`config.mk`:
```
export PLATFORM = sky130hd
export DESIGN_NAME = asr_ctrl
export DESIGN_NICKNAME = d
export VERILOG_FILES = /design/src/verilog/asr_ctrl.v
export VERILOG_INCLUDE_DIRS = /design/src /design/src/verilog
export SDC_FILE = /design/constraint.sdc
export NUM_CORES = 1
export LEC_CHECK = 0
export BUFFER_PORTS_ARGS = -buffer_cell sky130_fd_sc_hd__buf_2
export CORE_MARGIN = 10
export CORE_UTILIZATION = 59
export DETAILED_ROUTE_END_ITERATION = 6
export PLACE_DENSITY = 0.87
export SETUP_SLACK_MARGIN = 0.2
export SKIP_CTS_REPAIR_TIMING = 1
export SLEW_MARGIN = 20
export SYNTH_ARGS = -nofsm -noshare
export SYNTH_HDL_FRONTEND = slang
export SYNTH_SLANG_ARGS = --single-unit
```
`constraint.sdc`:
```
create_clock -name clk -period 4.6 [get_ports clk]
set_input_delay 0.46 -clock clk [delete_from_list [all_inputs] [get_ports clk]]
set_output_delay 0.46 -clock clk [all_outputs]
set_load 0.01 [all_outputs]
```
`src/verilog/asr_defines.vh`:
```
`ifndef ASR_DEFINES_VH
`define ASR_DEFINES_VH
// Memory geometry.
`define ASR_ADDR_W 19
`define ASR_DATA_W 8
// Grade flag: 0 is the fast grade, 1 the slow; the cycle counts below always use the slow grade.
`define ASR_GRADE_FAST 1'h0
// Clock period in ns.
`define ASR_CLK_NS 100
// Device timing in ns, fast then slow grade.
`define ASR_TRC_FAST_NS 55
`define ASR_TRC_SLOW_NS 70
`define ASR_TWP_FAST_NS 40
`define ASR_TWP_SLOW_NS 50
`define ASR_TDS_FAST_NS 25
`define ASR_TDS_SLOW_NS 30
`define ASR_TDIS_FAST_NS 20
`define ASR_TDIS_SLOW_NS 25
// Recovery after retention in ms.
`define ASR_TREC_PD_MS 5
// Least times rounded up to cycles, never below one.
`define ASR_CYC_UP(ns) ((((ns) + `ASR_CLK_NS - 1) / `ASR_CLK_NS) < 1 ? 1 : \
  (((ns) + `ASR_CLK_NS - 1) / `ASR_CLK_NS))
`define ASR_RD_CYC `ASR_CYC_UP(`ASR_TRC_SLOW_NS)
`define ASR_WP_CYC `ASR_CYC_UP(`ASR_TWP_SLOW_NS)
`define ASR_DIS_CYC `ASR_CYC_UP(`ASR_TDIS_SLOW_NS)
`define ASR_REC_CYC (`ASR_TREC_PD_MS * 1000000 / `ASR_CLK_NS)
`endif

```
`src/verilog/asr_ctrl.v`:
```
`timescale 1ns/1ns
`default_nettype none
`include "asr_defines.vh"
module asr_ctrl #(
  parameter integer REC_CYC = `ASR_REC_CYC,
  parameter integer RD_CYC = `ASR_RD_CYC,
  parameter integer WP_CYC = `ASR_WP_CYC,
  parameter integer DIS_CYC = `ASR_DIS_CYC
) (
  input wire clk,
  input wire rst_b,
  input wire req_valid,
  input wire req_write,
  input wire [`ASR_ADDR_W-1:0] req_addr,
  input wire [`ASR_DATA_W-1:0] req_wdata,
  input wire retention,
  output reg req_ready,
  output reg rsp_valid,
  output reg [`ASR_DATA_W-1:0] rsp_rdata,
  output reg [`ASR_ADDR_W-1:0] address_lines,
  output reg [`ASR_DATA_W-1:0] data_lines_o,
  output reg data_lines_oe,
  input wire [`ASR_DATA_W-1:0] data_lines_i,
  output reg sel_b,
  output reg wr_b,
  output reg oe_b
);
  // One-hot sequencer states.
  localparam [6:0] ST_WAIT = 7'h01;
  localparam [6:0] ST_IDLE = 7'h02;
  localparam [6:0] ST_RD = 7'h04;
  localparam [6:0] ST_ASU = 7'h08;
  localparam [6:0] ST_WR = 7'h10;
  localparam [6:0] ST_WEND = 7'h20;
  localparam [6:0] ST_GAP = 7'h40;
  // Counter width; it must hold the whole recovery wait.
  localparam integer CW = 24;
  // Terminal counts, worked out at full width and then cut to CW bits.
  localparam [31:0] REC_END_W = REC_CYC - 1;
  localparam [31:0] RD_END_W = RD_CYC + 2;
  localparam [31:0] WP_END_W = WP_CYC - 1;
  localparam [31:0] DIS_END_W = DIS_CYC - 1;
  localparam [CW-1:0] REC_END = REC_END_W[CW-1:0];
  localparam [CW-1:0] RD_END = RD_END_W[CW-1:0];
  localparam [CW-1:0] WP_END = WP_END_W[CW-1:0];
  localparam [CW-1:0] DIS_END = DIS_END_W[CW-1:0];

  reg [6:0] state_q;
  reg [CW-1:0] cnt_q;
  wire [`ASR_DATA_W-1:0] din_s2_q;
  wire ret_s2_q;

  // Read data is taken long after it settles, so per-bit flops are safe:
  // no bit can still be moving when the sequencer uses the word.
  asr_sync #(
    .WIDTH(`ASR_DATA_W),
    .RST_VAL({`ASR_DATA_W{1'b0}})
  ) asr_sync_din_i (
    .clk(clk),
    .rst_b(rst_b),
    .sync_in(data_lines_i),
    .sync_q(din_s2_q)
  );

  // Retention counts as asserted out of reset, so the recovery wait
  // only starts once the pin has been seen low through both flops.
  asr_sync #(
    .WIDTH(1),
    .RST_VAL(1'h1)
  ) asr_sync_ret_i (
    .clk(clk),
    .rst_b(rst_b),
    .sync_in(retention),
    .sync_q(ret_s2_q)
  );

  // Access sequencer; reset starts in the recovery wait.
  always @(posedge clk or negedge rst_b) begin
    if (!rst_b) begin
      state_q <= ST_WAIT;
      cnt_q <= {CW{1'b0}};
      req_ready <= 1'h0;
      rsp_valid <= 1'h0;
      rsp_rdata <= 8'h00;
      address_lines <= 19'h00000;
      data_lines_o <= 8'h00;
      data_lines_oe <= 1'h0;
      sel_b <= 1'h1;
      wr_b <= 1'h1;
      oe_b <= 1'h1;
    end else begin
      rsp_valid <= 1'h0;
      if (ret_s2_q) begin
        // Retention: deselect at once and restart the wait.
        state_q <= ST_WAIT;
        cnt_q <= {CW{1'b0}};
        req_ready <= 1'h0;
        sel_b <= 1'h1;
        wr_b <= 1'h1;
        oe_b <= 1'h1;
        data_lines_oe <= 1'h0;
      end else begin
        case (state_q)
          ST_WAIT: begin
            // Hold off any access after supply returns.
            if (cnt_q >= REC_END) begin
              state_q <= ST_IDLE;
              req_ready <= 1'h1;
            end else begin
              cnt_q <= cnt_q + 1'b1;
            end
          end
          ST_IDLE: begin
            if (req_valid) begin
              req_ready <= 1'h0;
              cnt_q <= {CW{1'b0}};
              address_lines <= req_addr;
              if (req_write) begin
                // Address settles a full cycle before select falls.
                oe_b <= 1'h1;
                data_lines_o <= req_wdata;
                state_q <= ST_ASU;
              end else begin
                sel_b <= 1'h0;
                oe_b <= 1'h0;
                data_lines_oe <= 1'h0;
                state_q <= ST_RD;
              end
            end
          end
          ST_ASU: begin
            // Write low with select keeps device outputs off.
            sel_b <= 1'h0;
            wr_b <= 1'h0;
            data_lines_oe <= 1'h1;
            state_q <= ST_WR;
          end
          ST_RD: begin
            // Sample after the access time plus the synchroniser.
            if (cnt_q >= RD_END) begin
              rsp_rdata <= din_s2_q;
              rsp_valid <= 1'h1;
              sel_b <= 1'h1;
              oe_b <= 1'h1;
              cnt_q <= {CW{1'b0}};
              state_q <= ST_GAP;
            end else begin
              cnt_q <= cnt_q + 1'b1;
            end
          end
          ST_WR: begin
            // Pulse width covers data set-up and cycle time.
            if (cnt_q >= WP_END) begin
              wr_b <= 1'h1;
              sel_b <= 1'h1;
              state_q <= ST_WEND;
            end else begin
              cnt_q <= cnt_q + 1'b1;
            end
          end
          ST_WEND: begin
            // Release data one cycle after the write ends.
            data_lines_oe <= 1'h0;
            cnt_q <= {CW{1'b0}};
            state_q <= ST_GAP;
          end
          ST_GAP: begin
            // Turnaround so device release finishes before reuse.
            if (cnt_q >= DIS_END) begin
              state_q <= ST_IDLE;
              req_ready <= 1'h1;
            end else begin
              cnt_q <= cnt_q + 1'b1;
            end
          end
          default: begin
            // A state off the one-hot set falls back to a safe wait.
            state_q <= ST_WAIT;
            cnt_q <= {CW{1'b0}};
            req_ready <= 1'h0;
            sel_b <= 1'h1;
            wr_b <= 1'h1;
            oe_b <= 1'h1;
            data_lines_oe <= 1'h0;
          end
        endcase
      end
    end
  end
endmodule

// Two-flop synchroniser; only the second flop is seen outside.
module asr_sync #(
  parameter integer WIDTH = 1,
  parameter [WIDTH-1:0] RST_VAL = {WIDTH{1'b0}}
) (
  input wire clk,
  input wire rst_b,
  input wire [WIDTH-1:0] sync_in,
  output reg [WIDTH-1:0] sync_q
);
  reg [WIDTH-1:0] meta_q;

  // The first flop may go metastable, so nothing else reads it.
  always @(posedge clk or negedge rst_b) begin
    if (!rst_b) begin
      meta_q <= RST_VAL;
      sync_q <= RST_VAL;
    end else begin
      meta_q <= sync_in;
      sync_q <= meta_q;
    end
  end
endmodule
`default_nettype wire

```
Word level (Yosys, flattened, before mapping)
Cells that the tools add are included.
{"block": "totals", "register_bits": 90, "input_bits": 40, "out_inout_bits": 41, "elab_cells": 92}
{"block": "classes", "add_sub_neg": 1, "n_lt_le_gt_ge": 3, "n_eq_ne": 21, "muxes": 35, "bitwise_logic": 1, "n_reduce_logical": 16}
{"op": "two-way mux 24 bit", "n": 5}
{"op": "case mux 24 bit (5 select lines)", "n": 1}
{"op": "case mux 7 bit (7 select lines)", "n": 1}
{"op": "two-way mux 7 bit", "n": 6}
{"op": "adder 24 x 1 -> 24 bit (second input constant)", "n": 1}
{"op": "greater-or-equal comparator 24 x 1 -> 1 bit (second input constant)", "n": 1}
{"op": "greater-or-equal comparator 24 x 16 -> 1 bit (second input constant)", "n": 1}
{"op": "greater-or-equal comparator 24 x 2 -> 1 bit (second input constant)", "n": 1}
{"op": "inequality test 3 x 2 -> 1 bit (second input constant)", "n": 8}
{"op": "two-way mux 1 bit", "n": 16}
{"op": "inequality test 2 x 1 -> 1 bit (second input constant)", "n": 6}
{"op": "AND reduction 3 bit", "n": 4}
{"op": "AND reduction 4 bit", "n": 3}
{"op": "AND reduction 5 bit", "n": 2}
{"op": "OR reduction 5 bit", "n": 2}
{"op": "case mux 1 bit (3 select lines)", "n": 3}
{"op": "OR reduction 4 bit", "n": 2}
{"op": "== test 7 x 1 -> 1 bit (second input constant)", "n": 1}
{"op": "== test 7 x 2 -> 1 bit (second input constant)", "n": 1}
{"op": "== test 7 x 3 -> 1 bit (second input constant)", "n": 1}
{"op": "== test 7 x 4 -> 1 bit (second input constant)", "n": 1}
{"op": "== test 7 x 5 -> 1 bit (second input constant)", "n": 1}
{"op": "== test 7 x 6 -> 1 bit (second input constant)", "n": 1}
{"op": "== test 7 bit (second input constant)", "n": 1}
{"op": "other kinds (7)", "n": 7}

Longest topological paths before layout
Gate-level depths: netlist of the first run.
{"block": "logic_depth", "word_depth": 4, "depth_mapped": 8, "depth_no_buf": 6}

By module
Synthesis of the first run repeated with hierarchy kept, for this count alone.
{"block": "hier_totals", "hier_cells": 340, "area_unflattened_um2": 4108.9}
{"module": "asr_ctrl", "instances": 1, "cells_per_inst": 322, "area_each_um2": 3656.0, "seq_area_each_um2": 1806.7}
{"module": "asr_sync (asr_sync_din_i)", "instances": 1, "cells_per_inst": 16, "area_each_um2": 400.4, "seq_area_each_um2": 400.4}
{"module": "asr_sync (asr_sync_ret_i)", "instances": 1, "cells_per_inst": 2, "area_each_um2": 52.6, "seq_area_each_um2": 52.6}

Worst setup path before layout of the first run
Ideal clock, no wire load.
{"block": "synth_path", "path_type": "register -> register", "from": "register cnt_q[0]", "to": "register cnt_q[8]", "setup_time_ns": 0.078, "t_arrival_ns": 1.849, "required_ns": 4.522, "setup_slack_ns": 2.673, "stages_incl_launch_ff": 8, "path_buffers": 1, "synth_period_minus_slack_ns": 1.927, "path_cell_list": "dfrtp_1 ha_1 nand3_1 a211oi_1 o21a_4 buf_6 or4_1 a21oi_1"}
{"block": "synth_via", "elab_chain_len": 4, "word_cells_on_any_way": 12, "cone_classes": "1 x add/sub; 3 x order compare; 2 x eq/ne; 5 x mux; 1 x reduce/logical"}
{"item": "start, declared", "line": "asr_ctrl.v:49", "source": "reg [CW-1:0] cnt_q;"}
{"item": "start signal, assigned", "line": "asr_ctrl.v:81", "source": "cnt_q <= {CW{1'b0}};"}
{"item": "start signal, assigned", "line": "asr_ctrl.v:96", "source": "cnt_q <= {CW{1'b0}};"}
{"item": "start signal, assigned", "line": "asr_ctrl.v:110", "source": "cnt_q <= cnt_q + 1'b1;"}
{"item": "adder 24 x 1 -> 24 bit / greater-or-equal comparator 24 x 2 -> 1 bit (equally long branches)"}
{"item": "two-way mux 24 bit (on tied branches)"}
{"item": "case mux 24 bit (5 select lines)", "line": "asr_ctrl.v:103", "source": "case (state_q)"}
{"item": "two-way mux 24 bit", "line": "asr_ctrl.v:93", "source": "if (ret_s2_q) begin"}
Parallel ways exist; a longest one is shown, timed or not. The select of a mux whose other input is x is not followed.
A chain may end at the register's enable or synchronous reset.

Final worst setup path of the first run
{"block": "layout_path", "from": "register state_q[3]", "to": "register cnt_q[10]"}
{"block": "layout_via", "elab_chain_len": 4, "word_cells_on_any_way": 14, "cone_classes": "10 x eq/ne; 2 x mux; 2 x reduce/logical"}
{"item": "start, declared", "line": "asr_ctrl.v:48", "source": "reg [6:0] state_q;"}
{"item": "start signal, assigned", "line": "asr_ctrl.v:80", "source": "state_q <= ST_WAIT;"}
{"item": "start signal, assigned", "line": "asr_ctrl.v:95", "source": "state_q <= ST_WAIT;"}
{"item": "start signal, assigned", "line": "asr_ctrl.v:107", "source": "state_q <= ST_IDLE;"}
{"item": "== test 7 bit / == test 7 x 5 -> 1 bit (equally long branches)", "line": "asr_ctrl.v:103"}
{"item": "OR reduction 2 bit (no line)"}
{"item": "case mux 24 bit (5 select lines) / inequality test 3 x 2 -> 1 bit (equally long branches)"}
{"item": "two-way mux 24 bit / AND reduction 4 bit (equally long branches)"}
{"item": "end signal, assigned", "line": "asr_ctrl.v:96"}
{"item": "end signal, assigned", "line": "asr_ctrl.v:110"}
{"item": "end signal, assigned", "line": "asr_ctrl.v:116", "source": "cnt_q <= {CW{1'b0}};"}
Parallel ways exist; a longest one is shown, timed or not.

==> results of run 1 <==
## layer usage
metal | track usage | share of wire | wire length (um) | vias up
li1 | - | - | - | 1440
met3 | 0.0817 | 0.094 | 927 | 20
met4 | 0.0845 | 0.018 | 180 | 0
met5 | 0 | 0 | 0 | -
met2 | 0.325 | 0.51 | 5000 | 145
met1 | 0.218 | 0.38 | 3720 | 1519
## through the flow
stage | setup WS, ps | power, uW | std cells | utilization | cell area, um2
finish | 2120 | 1950 | 501 | 0.698 | 4720
global route | 1960 | 2050 | 501 | 0.698 | 4720
CTS | 1970 | 1960 | 501 | 0.696 | 4710
detailed placement | 2000 | 1440 | 485 | 0.668 | 4510
global placement | 2120 | 1400 | 485 | 0.668 | 4510
floorplan | 2670 | 1240 | 340 | - | 4100
## flip-flops by register name, summed over array words and instances, names as in the netlist, 7 cells and up
register and flops:
cnt_q 24, address_lines 19, data_lines_o 8, asr_sync_din_i.sync_q 8
rsp_rdata 8, asr_sync_din_i.meta_q 8, state_q 7
## critical path, cell delays in order (launching register included)
cell	delay, ps
dfrtp_1	520
or2_1	300
or4_4	450
nor2_1	610
nor3_4	250
o21ba_1	280
## final timing paths
| kind | to | slack, ps | cells past startpoint |
|---|---|---|---|
| max | cnt_q[10]$_DFFE_PN0P_ | 2120 | 5 |
| min | cnt_q[5]$_DFFE_PN0P_ | 130 | 1 |
| max reg2reg | cnt_q[10]$_DFFE_PN0P_ | 2120 | 5 |
| min reg2reg | asr_sync_din_i.sync_q[1]$_DFF_PN0_ | 360 | 0 |
| max in group asynchronous | state_q[4]$_DFFE_PN0P_ | 3930 | 1 |
| min in group clk | asr_sync_ret_i.meta_q$_DFF_PN1_ | 180 | 1 |
## power by group through the flow
stage / logic (uW) / registers (uW) / clock network [uW]
global placement: 409 / 996 / 0
detailed placement: 429 / 1010 / 0
global route: 468 / 1010 / 566
floorplan: 198 / 1040 / 0
CTS: 431 / 995 / 536
finish: 426 / 995 / 527
## layout make-up
class / instances / area share
Multi-Input combinational cell: 224 / 0.363
Timing Repair Buffer: 80 / 0.0862
Clock inverter: 7 / 0.0151
Sequential cell: 90 / 0.479
Clock buffer: 9 / 0.0263
Inverter: 11 / 0.00876
Tap cell: 80 / 0.0212
## cells by family (layout without fill, tap and decap cells)
logic type,after synthesis,in the layout,synth area share
simple gates,116,116,0.190
flops,90,90,0.551
compound gates,69,69,0.119
mux,35,35,0.0961
buf+inv,26,107,0.0342
xor+xnor,3,3,0.00641
fa+ha+maj,1,1,0.00305
## placed cells by master (no fill, tap or decap), types with 9 or more instances in the layout
master	count
mux2_2	35
buf_2	79
a21oi_1	14
clkbuf_8	9
o31ai_1	14
nand2_1	13
nand3_1	12
o21ai_0	9
nor2_1	20
or4_1	10
dfrtp_1	84
inv_1	10
==> impl_metrics.yaml, run 1 <==
cts:
  cts_buffers: 9
  cts-htree-levels: 3
  tritoncts: "yes"
  ctsRootBufferMaster: "clkbuf_8"
  clkTransAtPathRegs_ps: 100
  ctsLongestPathBuffers: 2
  clock_sink_count: 90
  clk_latency_ps: 370
run_status:
  status: "complete, no violations"
die:
  initial_core_utilization: 0.607
  floorplan_core_area_mm2: 0.00676
  ioPinCount: 81
  die_width_um: 103
  die_h_um: 103
  placement_rows: 30
  die-area_mm2: 0.0107
logic_synthesis:
  synth.yosys.seq_area_share: 0.551
  synth.distinct_cells: 57
  netlist_instances: 340
  synth_enable_flop_cells: 0
  postSynthRegisterBits: 90
  synth_area_per_cell_um2: 12.1
  syn-num-nets: 381
  post_synth_instance_area_mm2: 0.00410
  largest_cells_by_area_after_synthesis: "dfrtp_1, mux2_2, dfstp_2"
  synthMostInstantiatedCell: "dfrtp_1"
  asyncSetResetFlopFracSynth: 1.00
  prevailing_post_synth_register_cell: "dfrtp_1"
  portion_of_synthesized_cell_area_occupied_by_the_leading_cell_type: 0.513
  number_of_warnings_reported_in_the_yosys_synthesis_log: 0
  commonest_cells_in_the_netlist: "dfrtp_1, mux2_2, nor2_1, a21oi_1, o31ai_1"
  synth_top_cell_by_area: "dfrtp_1"
sta:
  finalSetupViolCount: 0
  final_min_period_over_clock_period: 0.540
  max_freq_ghz: 0.402
  report.final.slew_viol_count: 0
  timing_worst_slew_pin_value_ps: 866
  fin_worst_skew_ps: 10.8
  fin_crit_ps: 2480
  rsz0062_at_grt: "false"
  timing.max_slew.rel_slack: 0.419
  total_negative_slack_ps: 0
  fin_hold_ws_ps: 127
  final-hold-violation-count: 0
place:
  place.port_buffers: 80
  detailed_place_hpwl_um: 7130
  gpl.final_weighted_congestion: 0.981
detailed_routing:
  via_per_inst: 6.24
  drt.antenna.violating_nets: 0
  drt_first_iter_violations: 208
  first_pass_detailed_route_iteration_total: 4
  routed_wire_length_per_instance_um: 19.6
  dr_total_vias: 3124
  drt_drc_violations_left: 0
  postRouteWirelength_um: 9830
layout:
  multi_input_area_mm2: 0.00171
  synthToLayoutAreaGrowth_pct: 15.0
  finalNetCount: 457
  drive_gt1_frac: 0.368
  layout.filler_cells: 481
  area_taken_by_flip_flops_and_latches_mm2: 0.00226
  insertedDiodeCount: 0
pwr:
  power.combinational.fraction: 0.219
  total_leakage_power_uw: 0.00226
  switching_share: 0.319
  total_switching_power_uw: 622
  int_pwr_uw: 1330
  power_density_mw_per_mm2: 413
  clkPwrFrac: 0.271
  vdd_drop_max_v: 0.000315
  power.share.sequential: 0.511
grt:
  grt_first_pass_wirelength_um: 16400
  grt_pass1_vias: 3352
  number_of_antenna_violations_at_the_first_check_in_global_routing: 0
  grt_start_max_net_pins: 91
  grt-ovfl-total: 0
  track_usage: 0.196
critical_path:
  regToRegStartpoint: "state_q[3]$_DFFE_PN0P_"
  timing.critical_path.from_type: "flop"
  timing.critical_path.fanout_max: 21
  critPathLaunch: "state_q[3]$_DFFE_PN0P_"
  critical_path_required_ps: 4910
  crit_arrival_ps: 2800
  cp-end-kind: "flop"
  timing.setup.critical_path_class: "flop to flop"
min_path:
  worstHoldPathType: "input pin to asynchronous set/reset pin"
flow_run:
  max_cap_violations: 0
Power figures use the tool's default switching activity.
==> inputs of run 2 (changes only) <==
--- a/config.mk
+++ b/config.mk
@@ -8,9 +8,9 @@
 export LEC_CHECK = 0
 export BUFFER_PORTS_ARGS = -buffer_cell sky130_fd_sc_hd__buf_2
 export CORE_MARGIN = 10
-export CORE_UTILIZATION = 59
+export CORE_UTILIZATION = 50
 export DETAILED_ROUTE_END_ITERATION = 6
-export PLACE_DENSITY = 0.87
+export PLACE_DENSITY = 0.78
 export SETUP_SLACK_MARGIN = 0.2
 export SKIP_CTS_REPAIR_TIMING = 1
 export SLEW_MARGIN = 20
==> constraint.sdc (replaced) <==
create_clock -name clk -period 2.07 [get_ports clk]
set_input_delay 0.207 -clock clk [delete_from_list [all_inputs] [get_ports clk]]
set_output_delay 0.207 -clock clk [all_outputs]
set_load 0.01 [all_outputs]
==> impl_metrics.yaml, run 2 (synthesis gave the netlist of run 1 again) <==
sta:
  final_min_period_over_clock_period: 1.06
  fin_crit_ps: 2200
  final-hold-violation-count: 0
  report.final.slew_viol_count: 0
  setup_ws_ps: -127
  timing_worst_slew_pin_value_ps: 570
  finalSetupViolCount: 23
  rsz0062_at_grt: "true"
  fin_worst_skew_ps: 13.5
  timing.max_slew.rel_slack: 0.617
  max_freq_ghz: 0.455
cts:
  ctsRootBufferMaster: "clkbuf_8"
  clkTransAtPathRegs_ps: 110
  clock_sink_count: 90
  ctsLongestPathBuffers: 2
  tritoncts: "yes"
  cts-htree-levels: 3
  clk_latency_ps: 370
  cts_buffers: 9
min_path:
  worstHoldPathType: "input pin to flop"
pwr:
  vdd_drop_max_v: 0.000678
  int_pwr_uw: 3210
  switching_share: 0.316
  power.share.sequential: 0.469
  clkPwrFrac: 0.277
  power.combinational.fraction: 0.254
  power_density_mw_per_mm2: 843
  total_leakage_power_uw: 0.00262
  total_switching_power_uw: 1480
grt:
  grt_start_max_net_pins: 57
  track_usage: 0.157
  grt-ovfl-total: 0
  grt_first_pass_wirelength_um: 16200
  grt_pass1_vias: 3319
  number_of_antenna_violations_at_the_first_check_in_global_routing: 0
die:
  die-area_mm2: 0.0122
  initial_core_utilization: 0.523
  placement_rows: 32
  floorplan_core_area_mm2: 0.00785
  die_h_um: 111
  die_width_um: 111
  ioPinCount: 81
critical_path:
  timing.critical_path.from_type: "flop"
  timing.critical_path.max_delay_family: "simple AND/OR/NAND/NOR gates"
  timing.critical_path.fanout_max: 8
  sum_of_buffers_and_inverters_on_the_critical_path: 2
  crit_arrival_ps: 2470
  cell_with_the_biggest_individual_delay_on_the_critical_path: "dfrtp_1"
  critical_path_required_ps: 2350
  slowest_delay_ps: 460
  timing.setup.critical_path_class: "flop to flop"
  cp_cell_sequence: "buf_4 > nor2b_1 > and3_4 > nor4b_4 > nor3_4 > buf_6 > nor2_1"
  cp-end-kind: "flop"
layout:
  largest_reg_flops: 24
  most_common_library_cell_in_the_layout_ignoring_fill_and_taps: "buf_2"
  largest_register: "cnt_q"
  final_cells: 581
  synthToLayoutAreaGrowth_pct: 35.9
  insertedDiodeCount: 0
  top_regs: "cnt_q: 24 flops, address_lines: 19 flops"
  finalNetCount: 515
  drive_gt1_frac: 0.518
  final_cell_mix: "buf_2, dfrtp_1, buf_4"
detailed_routing:
  via_per_inst: 6.00
  routed_wire_length_per_instance_um: 20.3
  dr_total_vias: 3484
  drt_first_iter_violations: 360
  drt.antenna.violating_nets: 0
  postRouteWirelength_um: 11800
  first_pass_detailed_route_iteration_total: 5
  drt_drc_violations_left: 0
flow_run:
  max_cap_violations: 0
place:
  detailed_place_hpwl_um: 7440
  gpl.final_weighted_congestion: 0.868
  place.port_buffers: 80
  placement.setup.worst_slack_ps: -8.94
  numPlacedInstances: 540
run_status:
  violations: "setup timing"
  status: "finished with violations"
run 2: routing by layer:
layer / part of all wire / track usage / vias to the layer above
met1: 0.38 / 0.181 / 1693
met3: 0.093 / 0.0670 / 44
li1: - / - / 1550
met5: 0 / 0 / -
met4: 0.029 / 0.0509 / 0
met2: 0.50 / 0.255 / 197
run 2: final cells by class:
type                            count  area (um2)
Inverter                           11        41.3
Clock buffer                        9         124
Multi-Input combinational cell    226        2030
Sequential cell                    90        2270
Timing Repair Buffer              136         890
Fill cell                         528        2270
Clock inverter                      7        92.6
Tap cell                          102         128
run 2: final timing paths:
path	slack [ps]	end	start	cells past startpoint
worst min-delay path	60	address_lines[8]$_DFFE_PN0P_	req_addr[8]	2
worst min register to register	340	asr_sync_din_i.sync_q[0]$_DFF_PN0_	asr_sync_din_i.meta_q[0]$_DFF_PN0_	0
min in group asynchronous	190	cnt_q[7]$_DFFE_PN0P_	rst_b	2
worst max-delay path	-130	cnt_q[18]$_DFFE_PN0P_	state_q[3]$_DFFE_PN0P_	7
worst max register to register	-130	cnt_q[18]$_DFFE_PN0P_	state_q[3]$_DFFE_PN0P_	7
max in group asynchronous	1250	sel_b$_DFFE_PN1P_	rst_b	3
run 2: power by group through the flow:
stage,Clock (uW),Sequential [uW],Combinational (uW)
global route,1380,2240,1290
CTS,1310,2190,1070
finish,1300,2200,1200
detailed placement,0,2220,1060
global placement,0,2200,1030
floorplan,0,2310,442
run 2: per-stage QoR:
stage                util  hold WS, ps  area (um2)  power (uW)  setup TNS, ps
finish              0.710         58.4        5570        4700           -980
global route        0.710         60.5        5570        4910          -1950
CTS                 0.644         -368        5050        4560           -147
detailed placement  0.616         32.3        4840        3280          -10.7
global placement    0.616         32.6        4840        3230          -11.4
floorplan               -        -88.6        4110        2750              0
==> inputs of run 3 (changes only) <==
--- a/config.mk
+++ b/config.mk
@@ -6,11 +6,12 @@
 export SDC_FILE = /design/constraint.sdc
 export NUM_CORES = 1
 export LEC_CHECK = 0
+export ABC_AREA = 1
 export BUFFER_PORTS_ARGS = -buffer_cell sky130_fd_sc_hd__buf_2
 export CORE_MARGIN = 10
-export CORE_UTILIZATION = 50
+export CORE_UTILIZATION = 55
 export DETAILED_ROUTE_END_ITERATION = 6
-export PLACE_DENSITY = 0.78
+export PLACE_DENSITY = 0.82
 export SETUP_SLACK_MARGIN = 0.2
 export SKIP_CTS_REPAIR_TIMING = 1
 export SLEW_MARGIN = 20
==> constraint.sdc (replaced) <==
create_clock -name clk -period 2.1 [get_ports clk]
set_input_delay 0.21 -clock clk [delete_from_list [all_inputs] [get_ports clk]]
set_output_delay 0.21 -clock clk [all_outputs]
set_load 0.01 [all_outputs]
==> impl_metrics.yaml, run 3 <==
layout:
  largest_reg_flops: 24
  design_area_mm2: 0.00505
  postLayoutCoreUtil: 0.693
  most_common_library_cell_in_the_layout_ignoring_fill_and_taps: "nand2_1"
  synthToLayoutAreaGrowth_pct: 22.1
  insertedDiodeCount: 0
  largest_register: "cnt_q"
  finalNetCount: 638
  top_regs: "cnt_q: 24 flops, address_lines: 19 flops"
  drive_gt1_frac: 0.259
  final_cell_mix: "nand2_1, dfrtp_1, buf_2"
logic_synthesis:
  synth_adder_area_share: 0.00302
  synthMostInstantiatedCell: "nand2_1"
  netlist_instances: 491
  postSynthRegisterBits: 90
  portion_of_synthesized_cell_area_occupied_by_the_leading_cell_type: 0.508
  synth.distinct_cells: 35
  number_of_warnings_reported_in_the_yosys_synthesis_log: 0
  synth_top_cell_by_area: "dfrtp_1"
  syn-num-nets: 532
  largest_cells_by_area_after_synthesis: "dfrtp_1, nand2_1, nor2_1"
  synth_top_family_by_area: "simple AND/OR/NAND/NOR gates"
  asyncSetResetFlopFracSynth: 1.00
  synthSimpleGateAreaFrac: 0.345
  synth_enable_flop_cells: 0
  synth_xor_area_frac: 0.00846
  synth_area_per_cell_um2: 8.43
  synth_mux_area_frac: 0
  synth.yosys.seq_area_share: 0.546
  post_synth_instance_area_mm2: 0.00414
  synth_compound_area_frac: 0.0387
  prevailing_post_synth_register_cell: "dfrtp_1"
  commonest_cells_in_the_netlist: "nand2_1, dfrtp_1, nor2_1, inv_1, nand3_1"
detailed_routing:
  drt_drc_violations_left: 0
  routed_wire_length_per_instance_um: 14.6
  met3_wirelength_um: 820
  met1Wirelength_um: 4400
  drt_first_iter_violations: 149
  first_pass_detailed_route_iteration_total: 4
  drt.antenna.violating_nets: 0
  via_per_inst: 5.13
  dr_wl_met2_um: 4830
  dr_total_vias: 3593
  route.top_layer_used: "met4"
  postRouteWirelength_um: 10200
cts:
  ctsRootBufferMaster: "clkbuf_8"
  ctsLongestPathBuffers: 2
  clock_sink_count: 90
  clkTransAtPathRegs_ps: 110
  tritoncts: "yes"
  cts_buffers: 9
  cts-htree-levels: 3
  clk_latency_ps: 370
critical_path:
  slowest_delay_ps: 460
  crit_arrival_ps: 2170
  timing.critical_path.mode_cell: "nand3_1"
  worst-r2r-cell-count: 10
  timing.critical_path.fanout_max: 17
  r2r-end: "cnt_q[2]$_DFFE_PN0P_"
  timing.critical_path.from_type: "flop"
  timing.setup.critical_path_class: "flop to flop"
  cp-end-kind: "flop"
  timing.critical_path.max_delay_family: "simple AND/OR/NAND/NOR gates"
  cell_with_the_biggest_individual_delay_on_the_critical_path: "dfrtp_2"
  critical_path_required_ps: 2420
  regToRegSetupSlack_ps: 250
  regToRegStartpoint: "cnt_q[0]$_DFFE_PN0P_"
  cp_cell_sequence: "ha_2 > nand3_1 > nand3_1 > nand3_1 > nand2_2 > nand2_4 > nand2_8 > nor2_1 > nand2_1 > nand2_1"
  sum_of_buffers_and_inverters_on_the_critical_path: 0
sta:
  finalSetupViolCount: 0
  final-hold-violation-count: 0
  timing.max_slew.rel_slack: 0.613
  fin_worst_skew_ps: 15.6
  total_negative_slack_ps: 0
  rsz0062_at_grt: "true"
  timing_worst_slew_pin_value_ps: 581
  fin_crit_ps: 1850
  report.final.slew_viol_count: 0
  final_min_period_over_clock_period: 0.882
  max_freq_ghz: 0.540
  setup_ws_ps: 247
grt:
  grt_first_pass_wirelength_um: 16400
  number_of_antenna_violations_at_the_first_check_in_global_routing: 0
  grt_start_max_net_pins: 48
  grt-ovfl-total: 0
  grt_pass1_vias: 3612
  track_usage: 0.176
min_path:
  holdCritStartpoint: "req_addr[7]"
  hold-path-cell-count: 3
  hold-path-endpoint: "address_lines[7]$_DFFE_PN0P_"
  worstHoldPathType: "input pin to flop"
pwr:
  total_leakage_power_uw: 0.00265
  power_density_mw_per_mm2: 852
  vdd_drop_max_v: 0.000682
die:
  die_width_um: 107
  floorplan_core_area_mm2: 0.00729
  placement_rows: 31
  die-area_mm2: 0.0114
  ioPinCount: 81
  initial_core_utilization: 0.568
  die_h_um: 107
place:
  placement.setup.worst_slack_ps: 161
  gpl.final_weighted_congestion: 0.937
  detailed_place_hpwl_um: 7350
  place.port_buffers: 80
  placed_area_mm2: 0.00465
run_status:
  status: "complete, no violations"
flow_run:
  max_cap_violations: 0
## run 3: logic make-up after synthesis
kind of cell | after synthesis
buf+inv | 54
simple gates | 314
compound gates | 28
flops | 90
fa+ha+maj | 1
xor+xnor | 4
## run 3: layout make-up
type	instances	area [um2]
timing repair buffer	101	602
clock inverter	7	81.3
timing repair inverter	1	7.51
sequential	90	2260
multi-input combinational	347	1660
fill	600	2240
clock buffer	9	124
tap	99	124
inverter	47	193
## run 3: power breakdown
| group | switching (uW) | internal [uW] | leakage [uW] | total (uW) |
|---|---|---|---|---|
| Clock | 725 | 479 | 0.000103 | 1200 |
| Sequential | 152 | 2000 | 0.00116 | 2150 |
| Combinational | 587 | 362 | 0.00138 | 949 |
| Total | 1460 | 2840 | 0.00265 | 4310 |
## run 3: per-layer routing
metal / GRT usage / vias to the layer above
met5: 0 / -
met4: 0.0687 / 0
met3: 0.0587 / 17
met2: 0.280 / 144
met1: 0.216 / 1675
li1: - / 1757
## run 3: worst max path at each step
stage	cells past startpoint	end	slack [ps]	start
after floorplan	11	cnt_q[8]$_DFFE_PN0P_	420	cnt_q[0]$_DFFE_PN0P_
after global placement	11	cnt_q[11]$_DFFE_PN0P_	230	cnt_q[0]$_DFFE_PN0P_
after detailed placement	11	cnt_q[11]$_DFFE_PN0P_	160	cnt_q[0]$_DFFE_PN0P_
after CTS	11	cnt_q[11]$_DFFE_PN0P_	120	cnt_q[0]$_DFFE_PN0P_
after global routing	9	cnt_q[2]$_DFFE_PN0P_	130	cnt_q[3]$_DFFE_PN0P_
final	10	cnt_q[2]$_DFFE_PN0P_	250	cnt_q[0]$_DFFE_PN0P_
## run 3: per-stage QoR
stage	hold WS (ps)	instances	power, uW
final	30.7	701	4310
after global routing	31.7	701	4550
after CTS	-158	684	4300
after detailed placement	252	668	3110
after floorplan	-85.6	491	2660
after global placement	243	668	3070
## run 3: tightest hold or removal path, cell delays in order
cell,delay (ps)
buf_2,70
nand2_1,40
nand2_1,50
